### src/logic/timebase_window_watchdog_defines.vh
`ifndef TIMEBASE_WINDOW_WATCHDOG_DEFINES_VH
`define TIMEBASE_WINDOW_WATCHDOG_DEFINES_VH

// ****************************************
// Register byte offsets.
// ****************************************
`define OFS_CSR0       8'h00
`define OFS_CSR1       8'h04
`define OFS_TIMEBASE   8'h08
`define OFS_WIN_CFG    8'h0c
`define OFS_FIRST_WIN  8'h10
`define OFS_SECOND_WIN 8'h14
`define OFS_SST_LIMIT  8'h18
`define OFS_SIG_INIT   8'h1c
`define OFS_SIG_DONE   8'h20
`define OFS_WIN_STAT   8'h24

// ****************************************
// Field positions.
// ****************************************
`define CSR0_EN_BIT    0
`define CSR0_STATE_BIT 1
`define CSR0_RSTAT_BIT 2
`define CSR0_TB_LSB    4
`define CSR1_EN_BIT    0
`define CFG_WIN_BIT    0
`define CFG_PSM_BIT    1
`define CFG_SST_BIT    2
`define CFG_FC_BIT     3
`define STAT_IRQ_BIT   0

// ****************************************
// Values and counts.
// ****************************************
`define WDT_WIDTH_DEF  30
`define TB_ALL_ONES    32'hffffffff
`define WORD_ZERO      32'h00000000
`define FC_RESET       3'h5
`define FC_MAX         3'h7
`define FC_MIN         3'h0
`define RESP_OKAY      2'h0
`define PHASE_CLOSED   1'b0
`define PHASE_OPEN     1'b1

`endif

### src/logic/fail_counter_sat.v
`timescale 1ns/1ps

`include "timebase_window_watchdog_defines.vh"

module fail_counter_sat (
    // Clock and reset.
    input  wire       clk_in,
    input  wire       rst_n_in,
    // Events.
    input  wire       enable_in,
    input  wire       good_in,
    input  wire       bad_in,
    // Count.
    output reg  [2:0] count_out
);

    always @(posedge clk_in or negedge rst_n_in) begin
        if (!rst_n_in) begin
            count_out <= `FC_RESET;
        end else if (enable_in) begin
            if (bad_in && (count_out != `FC_MAX)) begin
                count_out <= count_out + 3'h1;
            end else if (good_in && !bad_in && (count_out != `FC_MIN)) begin
                count_out <= count_out - 3'h1;
            end
        end
    end

endmodule // fail_counter_sat

### src/logic/timebase_window_watchdog.v
`timescale 1ns/1ps

`include "timebase_window_watchdog_defines.vh"

// How it works
// - A free 32-bit timebase counts up by one every clock.
// - Timebase clears on reset and when the watchdog becomes enabled.
// - The timebase register returns all 32 count bits.
// - Control/status zero carries timebase bits 31..4 with enable and status bits.
// - Timebase interrupt pulses one clock when the count wraps to zero.
// - Watchdog interval is two to a fixed build-time width, 8 to 31.
// - First expiry raises the watchdog interrupt and sets the state flag.
// - Writing one clears the state flag; expiry while still set resets.
// - A watchdog reset sets a reset-status flag for software.
// - Legacy-mode disabling needs both enable bits cleared, at two distinct addresses; window mode uses only the CSR0 bit.
// - After expiry only the bus reset restarts the watchdog.
// - Window mode: closed then open window; open-window action is good.
// - Closed-window restart or disable is bad and the watchdog stays on.
// - Open window ending without action is a bad event.
// - Sequence monitor compares the two signatures at restart; mismatch is bad.
// - Sequence monitor works only with its bit set, in window mode.
// - Second sequence timer, when enabled, delays the final reset.
// - Fail counter steps down on good, up on bad, saturating at 0 and 7.
// - Fail counter resets to five.
// - Bad event at count seven resets, at once or after the delay timer.
// - Without the fail counter any bad event resets.
// - Window-mode reset clears the enable bit and waits for bus reset.
// - Reset-pending output follows its flag while the delay timer runs.
// - In window mode the interrupt output follows the window interrupt flag.
module timebase_window_watchdog #(
    parameter WDT_WIDTH = `WDT_WIDTH_DEF
) (
    // Clock and reset.
    input  wire        sys_clk_in,
    input  wire        rst_n_in,
    // AXI4-Lite write address and data.
    input  wire [7:0]  s_axi_awaddr,
    input  wire        s_axi_awvalid,
    output wire        s_axi_awready,
    input  wire [31:0] s_axi_wdata,
    input  wire [3:0]  s_axi_wstrb,
    input  wire        s_axi_wvalid,
    output wire        s_axi_wready,
    // AXI4-Lite write response.
    output wire [1:0]  s_axi_bresp,
    output reg         s_axi_bvalid,
    input  wire        s_axi_bready,
    // AXI4-Lite read.
    input  wire [7:0]  s_axi_araddr,
    input  wire        s_axi_arvalid,
    output wire        s_axi_arready,
    output reg  [31:0] s_axi_rdata,
    output wire [1:0]  s_axi_rresp,
    output reg         s_axi_rvalid,
    input  wire        s_axi_rready,
    // Watchdog outputs.
    output reg         timebase_irq_out,
    output wire        wdt_interrupt_out,
    output reg         wdt_reset_out,
    output reg         wdt_reset_pending_out
);

    // ****************************************
    // Reset release.
    // ****************************************
    reg                 rst_s1_q;
    reg                 rst_n_q;

    always @(posedge sys_clk_in or negedge rst_n_in) begin
        if (!rst_n_in) begin
            rst_s1_q <= 1'b0;
            rst_n_q  <= 1'b0;
        end else begin
            rst_s1_q <= 1'b1;
            rst_n_q  <= rst_s1_q;
        end
    end

    // ****************************************
    // Bus handshake.
    // ****************************************
    wire                wr_en;
    wire                rd_en;
    wire [31:0]         wmask;
    wire                lane0;

    assign wr_en         = s_axi_awvalid & s_axi_wvalid & ~s_axi_bvalid;
    assign s_axi_awready = wr_en;
    assign s_axi_wready  = wr_en;
    assign rd_en         = s_axi_arvalid & ~s_axi_rvalid;
    assign s_axi_arready = rd_en;
    assign s_axi_bresp   = `RESP_OKAY;
    assign s_axi_rresp   = `RESP_OKAY;
    assign lane0         = s_axi_wstrb[0];

    genvar gi;
    generate
        for (gi = 0; gi < 4; gi = gi + 1) begin : g_mask
            assign wmask[gi*8 +: 8] = {8{s_axi_wstrb[gi]}};
        end
    endgenerate

    wire wr_csr0   = wr_en & (s_axi_awaddr == `OFS_CSR0);
    wire wr_csr1   = wr_en & (s_axi_awaddr == `OFS_CSR1);
    wire wr_cfg    = wr_en & (s_axi_awaddr == `OFS_WIN_CFG);
    wire wr_first  = wr_en & (s_axi_awaddr == `OFS_FIRST_WIN);
    wire wr_second = wr_en & (s_axi_awaddr == `OFS_SECOND_WIN);
    wire wr_sst    = wr_en & (s_axi_awaddr == `OFS_SST_LIMIT);
    wire wr_sig0   = wr_en & (s_axi_awaddr == `OFS_SIG_INIT);
    wire wr_sig1   = wr_en & (s_axi_awaddr == `OFS_SIG_DONE);
    wire wr_stat   = wr_en & (s_axi_awaddr == `OFS_WIN_STAT);

    // ****************************************
    // State registers.
    // ****************************************
    reg  [31:0]          tb_q;
    reg  [WDT_WIDTH-1:0] wdt_cnt_q;
    reg                  en_a_q;
    reg                  en_b_q;
    reg                  en_prev_q;
    reg                  state_q;
    reg                  rstat_q;
    reg                  expired_q;
    reg                  win_mode_q;
    reg                  psm_en_q;
    reg                  sst_en_q;
    reg                  fc_en_q;
    reg  [31:0]          first_q;
    reg  [31:0]          second_q;
    reg  [31:0]          sst_lim_q;
    reg  [31:0]          sig_init_q;
    reg  [31:0]          sig_done_q;
    reg                  phase_q;
    reg  [31:0]          win_cnt_q;
    reg  [31:0]          sst_cnt_q;
    reg                  irq_flag_q;
    reg                  halted_q;
    wire [2:0]           fc_count;

    // either bit keeps legacy mode running.
    wire enabled_now = win_mode_q ? en_a_q : (en_a_q | en_b_q);
    wire en_rise     = enabled_now & ~en_prev_q;

    // interval is the full span of the counter.
    wire leg_run = ~win_mode_q & enabled_now & ~expired_q;
    wire leg_exp = leg_run & (&wdt_cnt_q);

    wire win_run   = win_mode_q & en_a_q & ~halted_q;
    wire kick      = wr_csr1 & lane0 & s_axi_wdata[`CSR1_EN_BIT] & win_run;
    wire dis       = wr_csr0 & lane0 & ~s_axi_wdata[`CSR0_EN_BIT] & win_run;
    wire attempt   = kick | dis;
    // compare only with monitor bit in window mode.
    wire sig_ok    = ~psm_en_q | (sig_init_q == sig_done_q);
    wire open_exp  = win_run & (phase_q == `PHASE_OPEN) & (win_cnt_q == second_q) & ~attempt;
    wire good      = attempt & (phase_q == `PHASE_OPEN) & (dis | sig_ok);
    wire bad       = (attempt & (phase_q == `PHASE_CLOSED))
                   | (kick & (phase_q == `PHASE_OPEN) & ~sig_ok)
                   | open_exp;
    wire trigger   = bad & (fc_en_q ? (fc_count == `FC_MAX) : 1'b1);
    wire sst_done  = wdt_reset_pending_out & (sst_cnt_q == sst_lim_q);
    wire fire      = (trigger & ~wdt_reset_pending_out & ~sst_en_q) | sst_done;

    // ****************************************
    // Timebase.
    // ****************************************
    always @(posedge sys_clk_in or negedge rst_n_q) begin
        if (!rst_n_q) begin
            tb_q             <= `WORD_ZERO;
            timebase_irq_out <= 1'b0;
            en_prev_q        <= 1'b0;
        end else begin
            en_prev_q <= enabled_now;
            if (en_rise) begin
                tb_q <= `WORD_ZERO;
            end else begin
                tb_q <= tb_q + 32'h1;
            end
            timebase_irq_out <= ~en_rise & (tb_q == `TB_ALL_ONES);
        end
    end

    // ****************************************
    // Legacy watchdog and control bits.
    // ****************************************
    always @(posedge sys_clk_in or negedge rst_n_q) begin
        if (!rst_n_q) begin
            wdt_cnt_q     <= {WDT_WIDTH{1'b0}};
            en_a_q        <= 1'b0;
            en_b_q        <= 1'b0;
            state_q       <= 1'b0;
            rstat_q       <= 1'b0;
            expired_q     <= 1'b0;
            wdt_reset_out <= 1'b0;
        end else begin
            if (en_rise || !leg_run) begin
                wdt_cnt_q <= {WDT_WIDTH{1'b0}};
            end else begin
                wdt_cnt_q <= wdt_cnt_q + {{(WDT_WIDTH-1){1'b0}}, 1'b1};
            end
            // enable bits are frozen after expiry.
            if (fire) begin
                en_a_q <= 1'b0;
            end else if (wr_csr0 && lane0 && !expired_q && !halted_q) begin
                if (!win_run || s_axi_wdata[`CSR0_EN_BIT] || phase_q == `PHASE_OPEN) begin
                    en_a_q <= s_axi_wdata[`CSR0_EN_BIT];
                end
            end
            if (wr_csr1 && lane0 && !expired_q && !win_mode_q) begin
                en_b_q <= s_axi_wdata[`CSR1_EN_BIT];
            end
            if (leg_exp) begin
                state_q <= 1'b1;
            end else if (wr_csr0 && lane0 && s_axi_wdata[`CSR0_STATE_BIT]) begin
                state_q <= 1'b0;
            end
            if (leg_exp && state_q) begin
                expired_q     <= 1'b1;
                wdt_reset_out <= 1'b1;
            end else if (fire) begin
                wdt_reset_out <= 1'b1;
            end
            if ((leg_exp && state_q) || fire) begin
                rstat_q <= 1'b1;
            end else if (wr_csr0 && lane0 && s_axi_wdata[`CSR0_RSTAT_BIT]) begin
                rstat_q <= 1'b0;
            end
        end
    end

    // ****************************************
    // Window watchdog.
    // ****************************************
    always @(posedge sys_clk_in or negedge rst_n_q) begin
        if (!rst_n_q) begin
            win_mode_q            <= 1'b0;
            psm_en_q              <= 1'b0;
            sst_en_q              <= 1'b0;
            fc_en_q               <= 1'b0;
            first_q               <= `WORD_ZERO;
            second_q              <= `WORD_ZERO;
            sst_lim_q             <= `WORD_ZERO;
            sig_init_q            <= `WORD_ZERO;
            sig_done_q            <= `WORD_ZERO;
            phase_q               <= `PHASE_CLOSED;
            win_cnt_q             <= `WORD_ZERO;
            sst_cnt_q             <= `WORD_ZERO;
            irq_flag_q            <= 1'b0;
            halted_q              <= 1'b0;
            wdt_reset_pending_out <= 1'b0;
        end else begin
            if (wr_cfg && lane0 && !win_run) begin
                win_mode_q <= s_axi_wdata[`CFG_WIN_BIT];
                psm_en_q   <= s_axi_wdata[`CFG_PSM_BIT];
                sst_en_q   <= s_axi_wdata[`CFG_SST_BIT];
                fc_en_q    <= s_axi_wdata[`CFG_FC_BIT];
            end
            if (wr_first) first_q <= (first_q & ~wmask) | (s_axi_wdata & wmask);
            if (wr_second) second_q <= (second_q & ~wmask) | (s_axi_wdata & wmask);
            if (wr_sst) sst_lim_q <= (sst_lim_q & ~wmask) | (s_axi_wdata & wmask);
            if (wr_sig0) sig_init_q <= (sig_init_q & ~wmask) | (s_axi_wdata & wmask);
            if (wr_sig1) sig_done_q <= (sig_done_q & ~wmask) | (s_axi_wdata & wmask);
            if (!win_run || en_rise) begin
                phase_q   <= `PHASE_CLOSED;
                win_cnt_q <= `WORD_ZERO;
            end else begin
                case (phase_q)
                    `PHASE_CLOSED: begin
                        if (win_cnt_q == first_q) begin
                            phase_q   <= `PHASE_OPEN;
                            win_cnt_q <= `WORD_ZERO;
                        end else begin
                            win_cnt_q <= win_cnt_q + 32'h1;
                        end
                    end
                    `PHASE_OPEN: begin
                        if (attempt || open_exp) begin
                            phase_q   <= `PHASE_CLOSED;
                            win_cnt_q <= `WORD_ZERO;
                        end else begin
                            win_cnt_q <= win_cnt_q + 32'h1;
                        end
                    end
                    default: begin
                        phase_q   <= `PHASE_CLOSED;
                        win_cnt_q <= `WORD_ZERO;
                    end
                endcase
            end
            if (win_run && phase_q == `PHASE_CLOSED && win_cnt_q == first_q) begin
                irq_flag_q <= 1'b1;
            end else if (wr_stat && lane0 && s_axi_wdata[`STAT_IRQ_BIT]) begin
                irq_flag_q <= 1'b0;
            end
            if (fire) begin
                wdt_reset_pending_out <= 1'b0;
                halted_q              <= win_mode_q;
            end else if (trigger && sst_en_q && !wdt_reset_pending_out) begin
                wdt_reset_pending_out <= 1'b1;
                sst_cnt_q             <= `WORD_ZERO;
            end else if (wdt_reset_pending_out) begin
                sst_cnt_q <= sst_cnt_q + 32'h1;
            end
        end
    end

    fail_counter_sat u_fail_counter (
        .clk_in    (sys_clk_in),
        .rst_n_in  (rst_n_q),
        .enable_in (fc_en_q & win_mode_q),
        .good_in   (good),
        .bad_in    (bad),
        .count_out (fc_count)
    );

    assign wdt_interrupt_out = win_mode_q ? irq_flag_q : state_q;

    // ****************************************
    // Bus responses and read data.
    // ****************************************
    always @(posedge sys_clk_in or negedge rst_n_q) begin
        if (!rst_n_q) begin
            s_axi_bvalid <= 1'b0;
            s_axi_rvalid <= 1'b0;
            s_axi_rdata  <= `WORD_ZERO;
        end else begin
            if (wr_en) begin
                s_axi_bvalid <= 1'b1;
            end else if (s_axi_bready) begin
                s_axi_bvalid <= 1'b0;
            end
            if (rd_en) begin
                s_axi_rvalid <= 1'b1;
                case (s_axi_araddr)
                    `OFS_CSR0: s_axi_rdata <= {tb_q[31:`CSR0_TB_LSB], 1'b0, rstat_q, state_q, en_a_q};
                    `OFS_CSR1: s_axi_rdata <= {31'h0, en_b_q};
                    `OFS_TIMEBASE:   s_axi_rdata <= tb_q;
                    `OFS_WIN_CFG:    s_axi_rdata <= {28'h0, fc_en_q, sst_en_q, psm_en_q, win_mode_q};
                    `OFS_FIRST_WIN:  s_axi_rdata <= first_q;
                    `OFS_SECOND_WIN: s_axi_rdata <= second_q;
                    `OFS_SST_LIMIT:  s_axi_rdata <= sst_lim_q;
                    `OFS_SIG_INIT:   s_axi_rdata <= sig_init_q;
                    `OFS_SIG_DONE:   s_axi_rdata <= sig_done_q;
                    `OFS_WIN_STAT:   s_axi_rdata <= {24'h0, 1'b0, fc_count, phase_q, halted_q,
                                                     wdt_reset_pending_out, irq_flag_q};
                    default:         s_axi_rdata <= `WORD_ZERO;
                endcase
            end else if (s_axi_rready) begin
                s_axi_rvalid <= 1'b0;
            end
        end
    end

endmodule // timebase_window_watchdog

### config.mk
export PLATFORM = sky130hd
export DESIGN_NAME = timebase_window_watchdog
export DESIGN_NICKNAME = d
export VERILOG_FILES = /design/src/logic/fail_counter_sat.v /design/src/logic/timebase_window_watchdog.v
export VERILOG_INCLUDE_DIRS = /design/src /design/src/logic
export SDC_FILE = /design/constraint.sdc
export NUM_CORES = 1
export LEC_CHECK = 0
export BUFFER_PORTS_ARGS = -buffer_cell sky130_fd_sc_hd__buf_2
export CAP_MARGIN = 20
export CELL_PAD_IN_SITES_DETAIL_PLACEMENT = 2
export CELL_PAD_IN_SITES_GLOBAL_PLACEMENT = 2
export CORE_MARGIN = 2
export CORE_UTILIZATION = 44
export CTS_BUF_LIST = sky130_fd_sc_hd__clkbuf_8 sky130_fd_sc_hd__clkbuf_16
export DETAILED_ROUTE_END_ITERATION = 8
export GPL_TIMING_DRIVEN = 0
export PLACE_DENSITY_LB_ADDON = 0.3
export SLEW_MARGIN = 10
export SYNTH_ARGS = -nofsm -noshare
export SYNTH_HDL_FRONTEND = slang
export SYNTH_SLANG_ARGS = --single-unit
### constraint.sdc
create_clock -name sys_clk_in -period 18.9 [get_ports sys_clk_in]
set_clock_uncertainty 0.15 [all_clocks]
set_input_delay 3.78 -clock sys_clk_in [delete_from_list [all_inputs] [get_ports sys_clk_in]]
set_output_delay 3.78 -clock sys_clk_in [all_outputs]
set_load 0.005 [all_outputs]
Word level (Yosys, flattened, before mapping)

Index checks and enable logic that the tools add are counted.

Equality and inequality tests: 24
Add/sub/neg operators: 6
Bitwise gates (word level): 72
Reduce and logical (&&, ||, !) cells: 51
Muxes and demuxes: 35

Operators with widths:

| operator                                             | count |
|---|---|
| one-hot mux 32 bit (10 select lines)                 | 1 |
| AND 32 bit                                           | 6 |
| 2-to-1 mux 32 bit                                    | 6 |
| bitwise OR 32 bit                                    | 5 |
| equality test 32 bit                                 | 4 |
| adder 32 x 1 -> 32 bit (second input constant)       | 3 |
| equality test 8 x 5 -> 1 bit (second input constant) | 8 |
| one-hot mux 32 bit (2 select lines)                  | 1 |
| AND 1 bit                                            | 38 |
| equality test 32 bit (second input constant)         | 1 |
| equality test 8 x 6 -> 1 bit (second input constant) | 4 |
| NOT 32 bit                                           | 1 |
| adder 30 x 1 -> 30 bit (second input constant)       | 1 |
| 2-to-1 mux 30 bit                                    | 1 |
| AND reduction 30 bit                                 | 1 |
| equality test 8 x 4 -> 1 bit (second input constant) | 3 |
| 2-to-1 mux 1 bit                                     | 23 |
| nonzero test 2 bit                                   | 11 |
| logical AND 1 bit                                    | 20 |
| equality test 8 x 3 -> 1 bit (second input constant) | 2 |
| logical NOT 8 bit                                    | 2 |
| NOT 1 bit                                            | 15 |
| logical NOT 1 bit                                    | 7 |
| bitwise OR 1 bit                                     | 7 |
| other kinds (9)                                      | 17 |

Input port bits: 59
Logic and storage cells: 219
Output and inout bits: 45
Register bits: 341

Longest topological paths before layout

Word-level depth: 16
Depth in mapped cells: 12
Mapped depth without buffers: 10

Hierarchy

From an unflattened synthesis, not the netlist that was laid out.

Cells, all modules: 1589
Area total of the unflattened synthesis: 17164.0 sq um

Modules (own cells, without submodules):

| module                   | sequential area each (sq um) | instances | area each (sq um) | cells each |
|---|---|---|---|---|
| timebase_window_watchdog | 8458.1                       | 1         | 16938.7           | 1566 |
| fail_counter_sat         | 77.6                         | 1         | 225.2             | 23 |

Worst setup path before layout

OpenSTA, ideal clock, no wires.

Path type: input port to output port
Start: in s_axi_arvalid
End: out s_axi_arready
Stages: 3
Path buffers: 1
Required time: 14.970 ns
Data arrival time: 4.239 ns
Path slack: 10.731 ns
Cells stage by stage: nand2_1 -> clkinv_1 -> clkbuf_1

Cells in the longest elaborated chain, start to end: 1

Ends and longest elaborated chain:

| what            | RTL line                      | text |
|---|---|---|
| start, declared | timebase_window_watchdog.v:50 | `input wire s_axi_arvalid,` |
| AND 1 bit       | timebase_window_watchdog.v:90 | `assign rd_en = s_axi_arvalid & ~s_axi_rvalid;` |
| end, declared   | timebase_window_watchdog.v:51 | `output wire s_axi_arready,` |

Every way passes these cells.

Final worst setup path

Ends and elaborated chain as after synthesis.

==> impl_metrics.csv <==
group,metric,value,unit
outcome,status,"finished, final reports clean",
cts,htreeDepth,2,
floorplan,die_w,203.2,um
detailed_routing,vias,15392,
detailed_routing,drt_iter0_drc,1489,
critical_path,crit_type,"input pin to output port",
yosys,async_flop_share,100.0,%
floorplan,core_area,38920,um^2
worst_hold_path,hold_class,"register to async pin",
detailed_routing,final_antenna_net_count,0,
timing,slew_headroom,20.29,%
cts,cts_resized,0,
cts,post_cts_buffers,0,
critical_path,reg2reg_to,"u_fail_counter.count_out[1]",
global_routing,grt_pass1_wl,115500,um
yosys,seq_area_frac_synth,48.90,%
cts,ctsHoldBuffers,0,
critical_path,cp.arrival,5130,ps
layout,layoutNonFillerInstCount,2352,
critical_path,worst_setup_path_start_kind,"input pin",
floorplan,num_rows,72,
timing,setup_viol,0,
pwr,power,1.782,mW
layout,area_growth_syn_to_layout,15.58,%
layout,fin_area,20180,um^2
pwr,p_leak,8.905,nW
yosys,ys.warnings.count,0,
yosys,synth_flop_cell,"dfrtp_1",
timing,drv_slew,0,
cts,numClockSinks,341,
critical_path,cpMostUsedCell,"buf_2",
critical_path,cp_cell_sequence,"buf_2 > nand2_1 > clkinv_1 > clkbuf_1 > buf_2",
yosys,post_synth_num_cell_types,70,
timing,timing.fmax,0.1103,GHz
layout,finalNetCount,1866,
job,maxCapViolCount,0,
global_routing,grt_usage,37.98,%
yosys,synth.most_common_cell,"dfrtp_1",
place,portBuffers,95,
critical_path,crit_fanout,10,
critical_path,endpoint_kind,"output port",
cts,cts_root_buf,"clkbuf_16",
pwr,ir_drop,0.06793,mV
cts,clock_path_buffers,3,
place,dpl.hpwl,53030,um
yosys,syn_avg_cell_area,10.57,um^2
layout,multi_input_area,8466,um^2
floorplan,initial_core_util,44.86,%
detailed_routing,viasPerCell,6.544,
detailed_routing,drc,0,
timing,hold_ws,89.29,ps
cts,clk_latency,610,ps
critical_path,cp-endpoint,"s_axi_arready",
global_routing,grt_max_degree,64,
critical_path,cp.required,14970,ps
pwr,pwr_density_cell,88.31,nW/um^2
critical_path,crit_path_start,"s_axi_arvalid",
yosys,synth_area_leaders,"dfrtp_1, mux2_2, xnor2_1",
timing,rsz0062_at_grt,"false",
detailed_routing,routed_wl,77180,um
yosys,syn_inst,1652,
critical_path,path_buf_inv,4,
critical_path,ff2ff_path_depth,9,
floorplan,dieHeight,203.2,um
floorplan,die_area,41280,um^2
timing,tns,0,ps
detailed_routing,drt-pass1-iter-count,6,
yosys,syn-cell-area,17460,um^2
global_routing,grt_overflow,0,
timing,finalHoldViolCount,0,
timing,worst_pin_slew,1193,ps
critical_path,critPathTopFamily,"buffers and inverters",
global_routing,antenna_found_initial,1,
critical_path,cp_slowest_cell,"clkbuf_1",
place,place.gp.congestion,0.9617,
timing,period_share,47.95,%
place,placedCellCount,2277,
yosys,synthTopCellsByCount,"dfrtp_1, nor2_1, mux2_2",
yosys,synth_top_area_share,48.60,%
yosys,synth_top_area_cell,"dfrtp_1",
layout,regArea,8539,um^2
timing,min_period,9062,ps
global_routing,first_global_vias,17133,
layout,fill_cells,3938,
layout,drive_gt1_share,20.24,%
critical_path,max_stage_delay,460,ps
yosys,synth_seq_cells,341,
critical_path,critical_path_depth,5,
yosys,synth-edff-count,0,
cts,clk_pin_slew,60,ps
critical_path,rrSetupSlack,14880,ps
detailed_routing,wl_per_cell,32.81,um
cts,cts_made_buffers,40,
floorplan,ios,104,
place,dpl_cell_area,18790,um^2
cts,cts_tree,"built",
kinds of logic after synthesis:
| kind of cell | synth area share [%] |
|---|---|
| AO/OA/AOI/OAI | 9.569 |
| XOR/XNOR | 10.69 |
| adder cells (fa/ha/maj) | 0.4014 |
| buffers and inverters | 2.709 |
| flip-flops | 48.90 |
| multiplexers | 11.05 |
| other | 0.04302 |
| AND/OR/NAND/NOR | 16.64 |
report_power, final:
group | internal (mW) | switching (mW) | total, mW
Clock | 0.493 | 0.344 | 0.837
Combinational | 0.0525 | 0.0939 | 0.146
Sequential | 0.757 | 0.0407 | 0.798
layout by cell type (no fill, tap or decap), types with 7 or more instances in the layout:
master / count
a222oi_1: 7
clkbuf_1: 46
buf_1: 7
mux2_2: 162
and4_1: 18
nor4_1: 24
a21oi_1: 33
a41oi_1: 30
clkbuf_16: 40
and3_1: 25
nand3_1: 59
a22oi_1: 79
o22ai_1: 11
or3_1: 21
xnor2_1: 124
nand2_1: 110
o21ai_0: 28
nand4_1: 61
a221oi_1: 7
and2_1: 10
inv_1: 44
dfrtp_1: 338
buf_2: 117
nand2b_1: 9
nor2_1: 173
nor3_1: 24
buf_4: 8
xor2_1: 89
cell type report:
class                           instances  share of cell area (%)
Multi-Input combinational cell       1201                   41.96
Timing Repair Buffer                  105                   3.299
Clock inverter                         27                   1.482
Buffer                                 80                   1.730
Antenna cell                            1                 0.01240
Clock buffer                           46                   5.370
Sequential cell                       341                   42.32
Tap cell                              518                   3.212
Inverter                               33                  0.6139
layer usage:
| metal | up-vias | part of all wire, % | GRT usage [%] |
|---|---|---|---|
| met5 | - | 0 | 0 |
| met4 | 0 | 6.9 | 23.96 |
| met3 | 271 | 7.7 | 7.702 |
| met2 | 811 | 48 | 61.49 |
| met1 | 8033 | 38 | 46.58 |
| li1 | 6277 | - | - |
stage by stage:
| stage | utilization (%) | setup WS (ps) |
|---|---|---|
| final | 51.85 | 9838 |
| after global routing | 51.84 | 9803 |
| after CTS | 51.83 | 9913 |
| after detailed placement | 48.27 | 9935 |
| after global placement | 47.77 | 4132 |
| after floorplan | - | 8546 |
how the worst min path moves through the flow:
stage	endpoint	cells after the start	from
6_report	win_cnt_q[12]	0	rst_n_q
5_1_grt	win_cnt_q[12]	0	rst_n_q
4_1_cts	win_cnt_q[12]	0	rst_n_q
3_5_place_dp	win_cnt_q[16]	0	rst_n_q
3_3_place_gp	rst_n_q	0	rst_s1_q
2_1_floorplan	rst_n_q	0	rst_s1_q
No activity file was read; power rests on OpenSTA's default activity.
